### config.mk
export PLATFORM = sky130hd
export DESIGN_NAME = hw_limit_timer_mode_control
export DESIGN_NICKNAME = d
export VERILOG_FILES = /design/src/inc/hlt_pkg.sv /design/src/rtl/hw_limit_timer_mode_control.sv
export VERILOG_INCLUDE_DIRS = /design/src /design/src/inc
export SDC_FILE = /design/constraint.sdc
export NUM_CORES = 1
export LEC_CHECK = 0
export ABC_AREA = 1
export BUFFER_PORTS_ARGS = -buffer_cell sky130_fd_sc_hd__buf_2
export CAP_MARGIN = 20
export CORE_MARGIN = 10
export CORE_UTILIZATION = 51
export DETAILED_ROUTE_END_ITERATION = 16
export PLACE_DENSITY = 0.8
export SYNTH_ARGS = -nofsm -noshare
export SYNTH_HDL_FRONTEND = slang
export SYNTH_SLANG_ARGS = --single-unit
### constraint.sdc
create_clock -name pclk -period 2.55 [get_ports pclk]
set_input_delay 0.3825 -clock pclk [delete_from_list [all_inputs] [get_ports pclk]]
set_output_delay 0.3825 -clock pclk [all_outputs]
set_load 0.01 [all_outputs]
### src/inc/hlt_map.svh
// Functional notes
// Postscaled output pulses one timer clock when postscaler count equals postscale select.
// Postscaler counter advances on every count-equals-period match.
// Postscaled pulse also drives converter trigger and output-generator shutdown outputs.
// Live count and period-match signal are handed to the PWM compare unit.
// External reset input comes from source chosen by reset source select register.
// Five-bit mode field: upper two bits pick group, lower three the variant.
// Source must leave six timer clocks between edge triggers.
// Source must hold triggering level at least three timer clocks.
// External trigger activity is disregarded while debug freeze is active.
// Mode 00000: count while enabled, stop when cleared, no external effect.
// Modes 00001/00010: count only while enabled and input high/low.
// Modes 00011/00100/00101: enabled timer resets on any/rising/falling input edge.
// Modes 00110/00111: enabled timer held reset while input low/high.
// Mode 01000: single period started by software setting the enable bit.
// Modes 01001/01010/01011: one-shot starts on rising/falling/any edge once enabled.
// Modes 01100/01101: start on first edge, later same-polarity edges reset count.
// Mode 01110 rising start, low holds reset; 01111 falling start, high holds.
// Modes 10110/10111: start enabled with input high/low, opposite level holds reset.
// One-shot: clock after period match clears enable and stops count at 00h.
// Monostable 10001-10011: stop at 00h after match, enable stays set.
// Edge-started modes need a fresh edge after re-enabling before counting resumes.
// Count increments each timer clock, returns to zero the clock after period match.
// Device reset clears count and loads period with FFh.
// Postscaler cleared on count write, control write, reset, or external reset event.
// Reserved mode codes keep the timer stopped and ignore the external input.
`ifndef HLT_MAP_SVH
`define HLT_MAP_SVH
`define HLT_OFF_CTRL      8'h00
`define HLT_OFF_LIMIT     8'h04
`define HLT_OFF_RSTSEL    8'h08
`define HLT_OFF_COUNT     8'h0c
`define HLT_OFF_PERIOD    8'h10
`define HLT_OFF_STATUS    8'h14
`define HLT_CTRL_ON_BIT   0
`define HLT_CTRL_PS_LSB   4
`define HLT_CTRL_PS_MSB   7
`define HLT_ST_ON_BIT     0
`define HLT_ST_RUN_BIT    1
`define HLT_ST_START_BIT  2
`define HLT_ST_ERS_BIT    3
`define HLT_ST_PC_LSB     4
`define HLT_ST_PC_MSB     7
`define HLT_RST_PERIOD    8'hff
`define HLT_RST_COUNT     8'h00
`define HLT_RST_MODE      5'h00
`define HLT_RST_SEL       5'h00
`define HLT_RST_PS        4'h0
`endif

### src/inc/hlt_pkg.sv
package hlt_pkg;
	typedef logic [4:0] mode_t;
	typedef logic [7:0] byte_t;
	typedef struct packed {
		logic        on;
		logic [3:0]  post_sel;
		mode_t       mode;
		logic [4:0]  rst_sel;
		byte_t       count;
		byte_t       period;
		logic [3:0]  post_cnt;
		logic        ers_q;
		logic        ers_prev;
		logic        started;
		logic        pulse;
		logic        adc;
		logic        complementary_output_gen;
		logic        match_out;
		logic        running;
		logic [31:0] prdata;
		logic        pready;
		logic        pslverr;
	} state_t;
endpackage

### src/rtl/hw_limit_timer_mode_control.sv
`timescale 1ns/1ps
`include "hlt_map.svh"
module hw_limit_timer_mode_control (
	input  wire logic          pclk,                 // timer clock, 250 MHz
	input  wire logic          presetn,              // async reset, active low
	input  wire logic          psel,                 // apb select
	input  wire logic          penable,              // apb enable
	input  wire logic          pwrite,               // apb direction
	input  wire logic [7:0]    paddr,                // apb byte address
	input  wire logic [31:0]   pwdata,               // apb write data
	output logic      [31:0]   prdata,               // apb read data
	output logic               pready,               // apb ready
	output logic               pslverr,              // apb error, unmapped address
	input  wire logic [31:0]   ers_sources,          // candidate external reset sources
	input  wire logic          debug_freeze,         // debugger freeze active
	output logic               postscaled_pulse_out, // one-clock postscaled pulse
	output logic               adc_trigger_out,      // converter trigger copy
	output logic               cog_shutdown_out,     // output generator shutdown copy
	output hlt_pkg::byte_t     count_value,          // live count to compare unit
	output hlt_pkg::byte_t     period_value,         // period to compare unit
	output logic               period_match_out,     // period match to compare unit
	output logic               timer_running_out     // timer counted this clock
);
	import hlt_pkg::*;

	state_t s;
	state_t next_s;

	logic       ers_sel;
	logic       rise;
	logic       fall;
	logic       any_edge;
	logic [1:0] grp;
	logic [2:0] var_code;
	logic       gate;
	logic       rst_now;
	logic       start_edge;
	logic       edge_mode;
	logic       one_shot;
	logic       mono;
	logic       match;
	logic       wr;
	logic       setup_rd;
	logic       mapped;

	assign grp      = s.mode[4:3];
	assign var_code = s.mode[2:0];
	assign ers_sel  = ers_sources[s.rst_sel];
	assign rise     = s.ers_q & ~s.ers_prev;
	assign fall     = ~s.ers_q & s.ers_prev;
	assign any_edge = rise | fall;
	assign wr       = psel & penable & pwrite & s.pready;
	assign setup_rd = psel & ~penable;
	assign mapped   = (paddr == `HLT_OFF_CTRL) || (paddr == `HLT_OFF_LIMIT) ||
	                  (paddr == `HLT_OFF_RSTSEL) || (paddr == `HLT_OFF_COUNT) ||
	                  (paddr == `HLT_OFF_PERIOD) || (paddr == `HLT_OFF_STATUS);

	// mode decode: gate allows counting, rst_now forces count to zero
	always_comb begin
		gate       = 1'b0;
		rst_now    = 1'b0;
		start_edge = 1'b0;
		edge_mode  = 1'b0;
		one_shot   = 1'b0;
		mono       = 1'b0;
		case (s.mode)
			5'h00: gate = s.on;
			5'h01: gate = s.on & s.ers_q;
			5'h02: gate = s.on & ~s.ers_q;
			5'h03: begin
				gate    = s.on;
				rst_now = s.on & any_edge;
			end
			5'h04: begin
				gate    = s.on;
				rst_now = s.on & rise;
			end
			5'h05: begin
				gate    = s.on;
				rst_now = s.on & fall;
			end
			5'h06: begin
				gate    = s.on;
				rst_now = s.on & ~s.ers_q;
			end
			5'h07: begin
				gate    = s.on;
				rst_now = s.on & s.ers_q;
			end
			5'h08: begin
				gate     = s.on;
				one_shot = 1'b1;
			end
			5'h09, 5'h11: begin
				edge_mode  = 1'b1;
				start_edge = rise;
			end
			5'h0a, 5'h12: begin
				edge_mode  = 1'b1;
				start_edge = fall;
			end
			5'h0b, 5'h13: begin
				edge_mode  = 1'b1;
				start_edge = any_edge;
			end
			5'h0c: begin
				edge_mode  = 1'b1;
				start_edge = rise;
				rst_now    = s.on & s.started & rise;
			end
			5'h0d: begin
				edge_mode  = 1'b1;
				start_edge = fall;
				rst_now    = s.on & s.started & fall;
			end
			5'h0e: begin
				edge_mode  = 1'b1;
				start_edge = rise;
				rst_now    = s.on & s.started & ~s.ers_q;
			end
			5'h0f: begin
				edge_mode  = 1'b1;
				start_edge = fall;
				rst_now    = s.on & s.started & s.ers_q;
			end
			5'h16: begin
				gate     = s.on & s.ers_q;
				rst_now  = s.on & ~s.ers_q;
				one_shot = 1'b1;
			end
			5'h17: begin
				gate     = s.on & ~s.ers_q;
				rst_now  = s.on & s.ers_q;
				one_shot = 1'b1;
			end
			default: gate = 1'b0;
		endcase
		if (edge_mode) begin
			gate     = s.on & s.started;
			one_shot = (grp == 2'b01);
			mono     = (grp == 2'b10);
		end
	end

	assign match = gate & ~rst_now & (s.count == s.period);

	always_comb begin
		next_s           = s;
		next_s.pulse     = 1'b0;
		next_s.adc       = 1'b0;
		next_s.complementary_output_gen       = 1'b0;
		next_s.match_out = match;
		next_s.running   = gate & ~rst_now;
		next_s.pready    = 1'b1;
		next_s.ers_prev  = s.ers_q;
		// frozen sample means no edge and no level change is seen
		if (!debug_freeze) begin
			next_s.ers_q = ers_sel;
		end
		// a fresh edge is needed after every re-enable
		if (!s.on) begin
			next_s.started = 1'b0;
		end else if (edge_mode && start_edge && !s.started) begin
			next_s.started = 1'b1;
		end
		if (rst_now) begin
			next_s.count    = 8'h00;
			next_s.post_cnt = 4'h0;
		end else if (match) begin
			next_s.count = 8'h00;
			if (s.post_cnt == s.post_sel) begin
				next_s.pulse    = 1'b1;
				next_s.adc      = 1'b1;
				next_s.complementary_output_gen      = 1'b1;
				next_s.post_cnt = 4'h0;
			end else begin
				next_s.post_cnt = 4'(s.post_cnt + 4'h1);
			end
			if (one_shot) begin
				next_s.on      = 1'b0;
				next_s.started = 1'b0;
			end
			if (mono) begin
				next_s.started = 1'b0;
			end
		end else if (gate) begin
			next_s.count = 8'(s.count + 8'h01);
		end
		// software write lands last so a set of on beats the hardware clear
		if (wr) begin
			case (paddr)
				`HLT_OFF_CTRL: begin
					next_s.on       = pwdata[`HLT_CTRL_ON_BIT];
					next_s.post_sel = pwdata[`HLT_CTRL_PS_MSB:`HLT_CTRL_PS_LSB];
					next_s.post_cnt = 4'h0;
				end
				`HLT_OFF_LIMIT:  next_s.mode = pwdata[4:0];
				`HLT_OFF_RSTSEL: next_s.rst_sel = pwdata[4:0];
				`HLT_OFF_COUNT: begin
					next_s.count    = pwdata[7:0];
					next_s.post_cnt = 4'h0;
				end
				`HLT_OFF_PERIOD: next_s.period = pwdata[7:0];
				default:         next_s.period = s.period;
			endcase
		end
		// read data is captured in setup so the access phase needs no wait
		if (setup_rd) begin
			next_s.pslverr = ~mapped;
			next_s.prdata  = 32'h0000_0000;
			case (paddr)
				`HLT_OFF_CTRL: begin
					next_s.prdata[`HLT_CTRL_ON_BIT]                  = s.on;
					next_s.prdata[`HLT_CTRL_PS_MSB:`HLT_CTRL_PS_LSB] = s.post_sel;
				end
				`HLT_OFF_LIMIT:  next_s.prdata[4:0] = s.mode;
				`HLT_OFF_RSTSEL: next_s.prdata[4:0] = s.rst_sel;
				`HLT_OFF_COUNT:  next_s.prdata[7:0] = s.count;
				`HLT_OFF_PERIOD: next_s.prdata[7:0] = s.period;
				`HLT_OFF_STATUS: begin
					next_s.prdata[`HLT_ST_ON_BIT]                = s.on;
					next_s.prdata[`HLT_ST_RUN_BIT]               = s.running;
					next_s.prdata[`HLT_ST_START_BIT]             = s.started;
					next_s.prdata[`HLT_ST_ERS_BIT]               = s.ers_q;
					next_s.prdata[`HLT_ST_PC_MSB:`HLT_ST_PC_LSB] = s.post_cnt;
				end
				default: next_s.prdata = 32'h0000_0000;
			endcase
		end
	end

	always_ff @(posedge pclk or negedge presetn) begin
		if (!presetn) begin
			s          <= '0;
			s.count    <= `HLT_RST_COUNT;
			s.period   <= `HLT_RST_PERIOD;
			s.post_cnt <= `HLT_RST_PS;
			s.post_sel <= `HLT_RST_PS;
			s.mode     <= `HLT_RST_MODE;
			s.rst_sel  <= `HLT_RST_SEL;
		end else begin
			s <= next_s;
		end
	end

	assign prdata               = s.prdata;
	assign pready               = s.pready;
	assign pslverr              = s.pslverr;
	assign postscaled_pulse_out = s.pulse;
	assign adc_trigger_out      = s.adc;
	assign cog_shutdown_out     = s.complementary_output_gen;
	assign count_value          = s.count;
	assign period_value         = s.period;
	assign period_match_out     = s.match_out;
	assign timer_running_out    = s.running;
endmodule

# Yosys cells after proc, flatten, opt, wreduce, memory -nomap -nowiden
# Cells that the tools add are included.
op_classes:
  addsub: 2
  n_lt_le_gt_ge: 1
  n_eq_ne: 29
  n_mux: 37
  bitwise: 24
  n_reduce_logical: 26
ops:
  columns: ["cell", "n"]
  rows:
  - ["$eq 5x4->1 const B", 8]
  - ["$mux 8", 5]
  - ["$mux 35", 1]
  - ["$eq 5x5->1 const B", 5]
  - ["$mux 4", 6]
  - ["$eq 5x3->1 const B", 4]
  - ["$and 1x1->1", 18]
  - ["$eq 8x4->1 const B", 2]
  - ["$eq 8x5->1 const B", 2]
  - ["$mux 5", 3]
  - ["$pmux 3 s5", 1]
  - ["$reduce_or 2->1", 7]
  - ["$mux 1", 13]
  - ["$pmux 3 s4", 1]
  - ["$eq 5x2->1 const B", 2]
  - ["$reduce_or 10->1", 1]
  - ["$pmux 1 s9", 1]
  - ["$add 8x1->8 const B", 1]
  - ["$eq 8x3->1 const B", 1]
  - ["$eq 8x8->1", 1]
  - ["$logic_not 8->1", 1]
  - ["$reduce_and 2->1", 4]
  - ["$reduce_or 4->1", 2]
  - ["$reduce_or 7->1", 1]
  - ["18 further kinds", 28]
totals:
  regBits: 53
  output_inout_bits: 55

# Depth between registers and ports, before layout
logic_depth:
  word_depth: 12
  ltp_mapped: 17
  depth_no_buf: 15

# Least setup slack after synthesis
# No wires, ideal clock.
synth_timing:
  path_kind: "flip-flop to flip-flop"
  start: "register s[67] in the netlist's numbering"
  end: "register s[43] in the netlist's numbering"
  setup_time_ns: 0.123
  arrival_ns: 1.658
  t_required_ns: 2.427
  path_slack_ns: 0.769
  stages_incl_launch_ff: 11
  path_buffers: 1
  period_less_slack_ns: 1.781
  path_cell_list: "dfrtp_1 > buf_2 > nor2_1 > nand3b_2 > nand3_2 > a21oi_2 > nand2_2 > nor2_8 > nand2_4 > o21ai_2 > nor2_1"
synth_lines:
  columns: ["element", "line", "rtl"]
  rows:
  - ["from (decl)", "hw_limit_timer_mode_control.sv:26", "state_t s;"]
  - ["from (signal assigned)", "hw_limit_timer_mode_control.sv:242", "s <= next_s;"]

==> impl_metrics.tcl <==
set metrics [dict create \
    reg2reg_to "s[44]$_DFF_PN0_" \
    power_density_nw_per_um2 390 \
    ys_seq_area_share_pct 33.5 \
    vdd_drop_max_v 0.000260 \
    grt_max_degree 52 \
    cap_violations 0 \
    gr-usage-all-layers_pct 17.8 \
    drtIter0Drc 365 \
    rsz0062_at_grt "false" \
    nets 686 \
    final_area_um2 4170 \
    status "complete, no violations" \
    startpoint_type "flip-flop" \
    start_util_pct 52.7 \
    reg2reg_depth 10 \
    synth_edf_count 0 \
    synthTopCellsByArea "dfrtp_1, nand2_1, buf_4, o21ai_0, nor2_1" \
    min_period_over_period_pct 85.6 \
    io_buffers 84 \
    finalMaxSlewViolations 0 \
    wl_per_cell_um 14.7 \
    hold_buffers 0 \
    gp_congestion 0.929 \
    synth_commonest_cells "nand2_1, nor2_1, inv_1" \
    post-synth-top-area-fraction_pct 28.0 \
    p_leak_nw 2.19 \
    ys_warn_count 0 \
    ys_seq_elements 51 \
    ant_nets 0 \
    route.vias.total 3704 \
    cts-root-buf "clkbuf_8" \
    ys.flop_type "dfrtp_1" \
    cts_resized 0 \
    utilization_pct 57.2 \
    boundaryPins 133 \
    crit_chain "nor2_1, nand3b_2, inv_1, nor2_1, o21ai_1, nor2_4, nand4_1, nand2_1, nand2_1, nor2_1" \
    worstPathRequired_ns 2.79 \
    grt-ovfl-total 0 \
    skew_ns 0.0134 \
    die_w_um 107 \
    crit_fanout 15 \
    num-fill-cells 699 \
    wl_um 10400 \
    synth_top_cell_by_area "dfrtp_1" \
    die_height_um 107 \
    clk_pin_slew_ns 0.10 \
    r2r_slack_ns 0.37 \
    grt_pass1_vias 3606 \
    hold_violations 0 \
    cts_tree "done" \
    end_kind "flip-flop" \
    antenna_cells 0 \
    htreeDepth 2 \
    coreArea_um2 7290 \
    hpwlAfterDp_um 8260 \
    cp_common_cell "nor2_1" \
    clkSinkCount 51 \
    period_minus_slack_ns 2.18 \
    vias_per_cell 5.26 \
    arrival_ns 2.42 \
    synth.most_common_cell "nand2_1" \
    area_growth_pct 8.53 \
    avgSynthCellArea_um2 7.01 \
    whs_ns 0.159 \
    dr.pass1.iters 6 \
    grt_first_pass_wirelength_um 17000 \
    worstMarginPinSlew_ns 0.634 \
    std_cell_rows 31 \
    slowest_delay_ns 0.55 \
    clock_latency_ns 0.31 \
    dpl_cell_area_um2 4060 \
    drive_above_1_share_pct 20.5 \
    setup.worst_path.end "s[44]$_DFF_PN0_" \
    dieArea_um2 11400 \
    cp_top_family "simple AND/OR/NAND/NOR gates" \
    cts_buffer_depth 2 \
    crit_cells 10 \
    drc 0 \
    synth_area_um2 3840 \
    cts_buffers 5 \
    cp.buffers_inverters 1 \
    antenna_found_initial 0 \
    setup_violations 0 \
    worstHoldPathType "in -> async" \
    tns_ns 0 \
    yosys.cell_types.count 41 \
    crit_type "reg -> reg" \
    postCtsSetupBuffers 0 \
    maxSlewHeadroom_pct 57.8 \
    worstSetupStartpoint "s[68]$_DFFE_PN0P_" \
    synthCells 548 \
    async_flop_share_pct 100 \
    rr_startpoint "s[68]$_DFFE_PN0P_" \
    max_clock_freq_mhz 458 \
    crit_path_top_delay_cell "dfrtp_1" \
]
[sequential cells by signal, indices dropped and copies added, names as in the netlist]
register and flops:
adc_trigger_out 1, count_value 8, grp 2, next_s 1, period_match_out 1, period_value 8, prdata 8, pready 1
pslverr 1, s 19, timer_running_out 1
[layout make-up]
type	instances	area (µm²)	share of cell area (%)
well taps	99	124	2.97
clock inverters	3	43.8	1.05
flip-flops and latches	51	1290	30.8
inverters	64	241	5.79
repair buffers	87	443	10.6
clock buffers	5	68.8	1.65
multi-input cells	395	1960	47.1
[per-layer routing]
layer | routed length, µm | vias up | GRT usage, %
met2 | 4850 | 168 | 30.2
met4 | 170 | 0 | 4.64
met5 | 0 | - | 0
met3 | 952 | 12 | 4.91
met1 | 4390 | 1706 | 21.7
li1 | - | 1818 | -
[report_power, final]
part,total [mW],switching (mW),leakage [nW],internal [mW]
logic,0.201,0.123,1.46,0.0775
clock network,0.570,0.278,0.0581,0.293
registers,0.857,0.0278,0.670,0.829
total,1.63,0.429,2.19,1.20
[metrics by stage]
step | worst slack (ns) | std cells | power [mW]
final | 0.368 | 704 | 1.63
after global routing | 0.127 | 704 | 1.70
after CTS | 0.360 | 704 | 1.64
after detailed placement | 0.385 | 696 | 1.07
after global placement | 0.472 | 696 | 1.07
after floorplan | 0.769 | 571 | 1.01
[layout by cell type, fill, tap and decap left out, drive strengths merged]
| master | n |
|---|---|
| a221oi | 5 |
| o2111ai | 2 |
| nand2 | 134 |
| nor2 | 65 |
| a31oi | 1 |
| inv | 62 |
| nand3b | 3 |
| o21ai | 67 |
| clkbuf | 5 |
| buf | 87 |
| xor2 | 8 |
| a211oi | 2 |
| dfstp | 8 |
| o2bb2ai | 1 |
| nand3 | 24 |
| nand4 | 10 |
| bufinv | 1 |
| o211ai | 3 |
| conb | 25 |
| dfrtp | 43 |
| a21oi | 10 |
| nor4 | 4 |
| clkinv | 4 |
| nor3 | 5 |
| o22ai | 12 |
| ha | 4 |
| xnor2 | 10 |
[worst min path at each step]
stage                                      endpoint                   from  slack, ns  depth (start not counted)
after CTS                     prdata[5]$_DFFE_PN0P_                presetn       0.19                          2
after detailed placement      prdata[0]$_DFFE_PN0P_  prdata[0]$_DFFE_PN0P_       0.46                          2
final                         prdata[5]$_DFFE_PN0P_                presetn       0.16                          2
after global placement        prdata[0]$_DFFE_PN0P_  prdata[0]$_DFFE_PN0P_       0.46                          2
after global routing          prdata[5]$_DFFE_PN0P_                presetn       0.22                          2
after floorplan           adc_trigger_out$_DFF_PN0_                presetn       0.09                          0
[cell families (layout without fill, tap and decap cells)]
family | count (synthesis) | in the layout | synth area share [%]
and+or+nand+nor | 245 | 245 | 28.0
buffers and inverters | 125 | 159 | 17.7
AOI/OAI and AO/OA | 103 | 103 | 15.3
DFF | 51 | 51 | 33.5
xor gates and xnor gates | 18 | 18 | 4.10
adders and majority gates | 4 | 4 | 1.30
other | 2 | 25 | 0.195
Note: power is estimated with default switching activity, not from simulation.
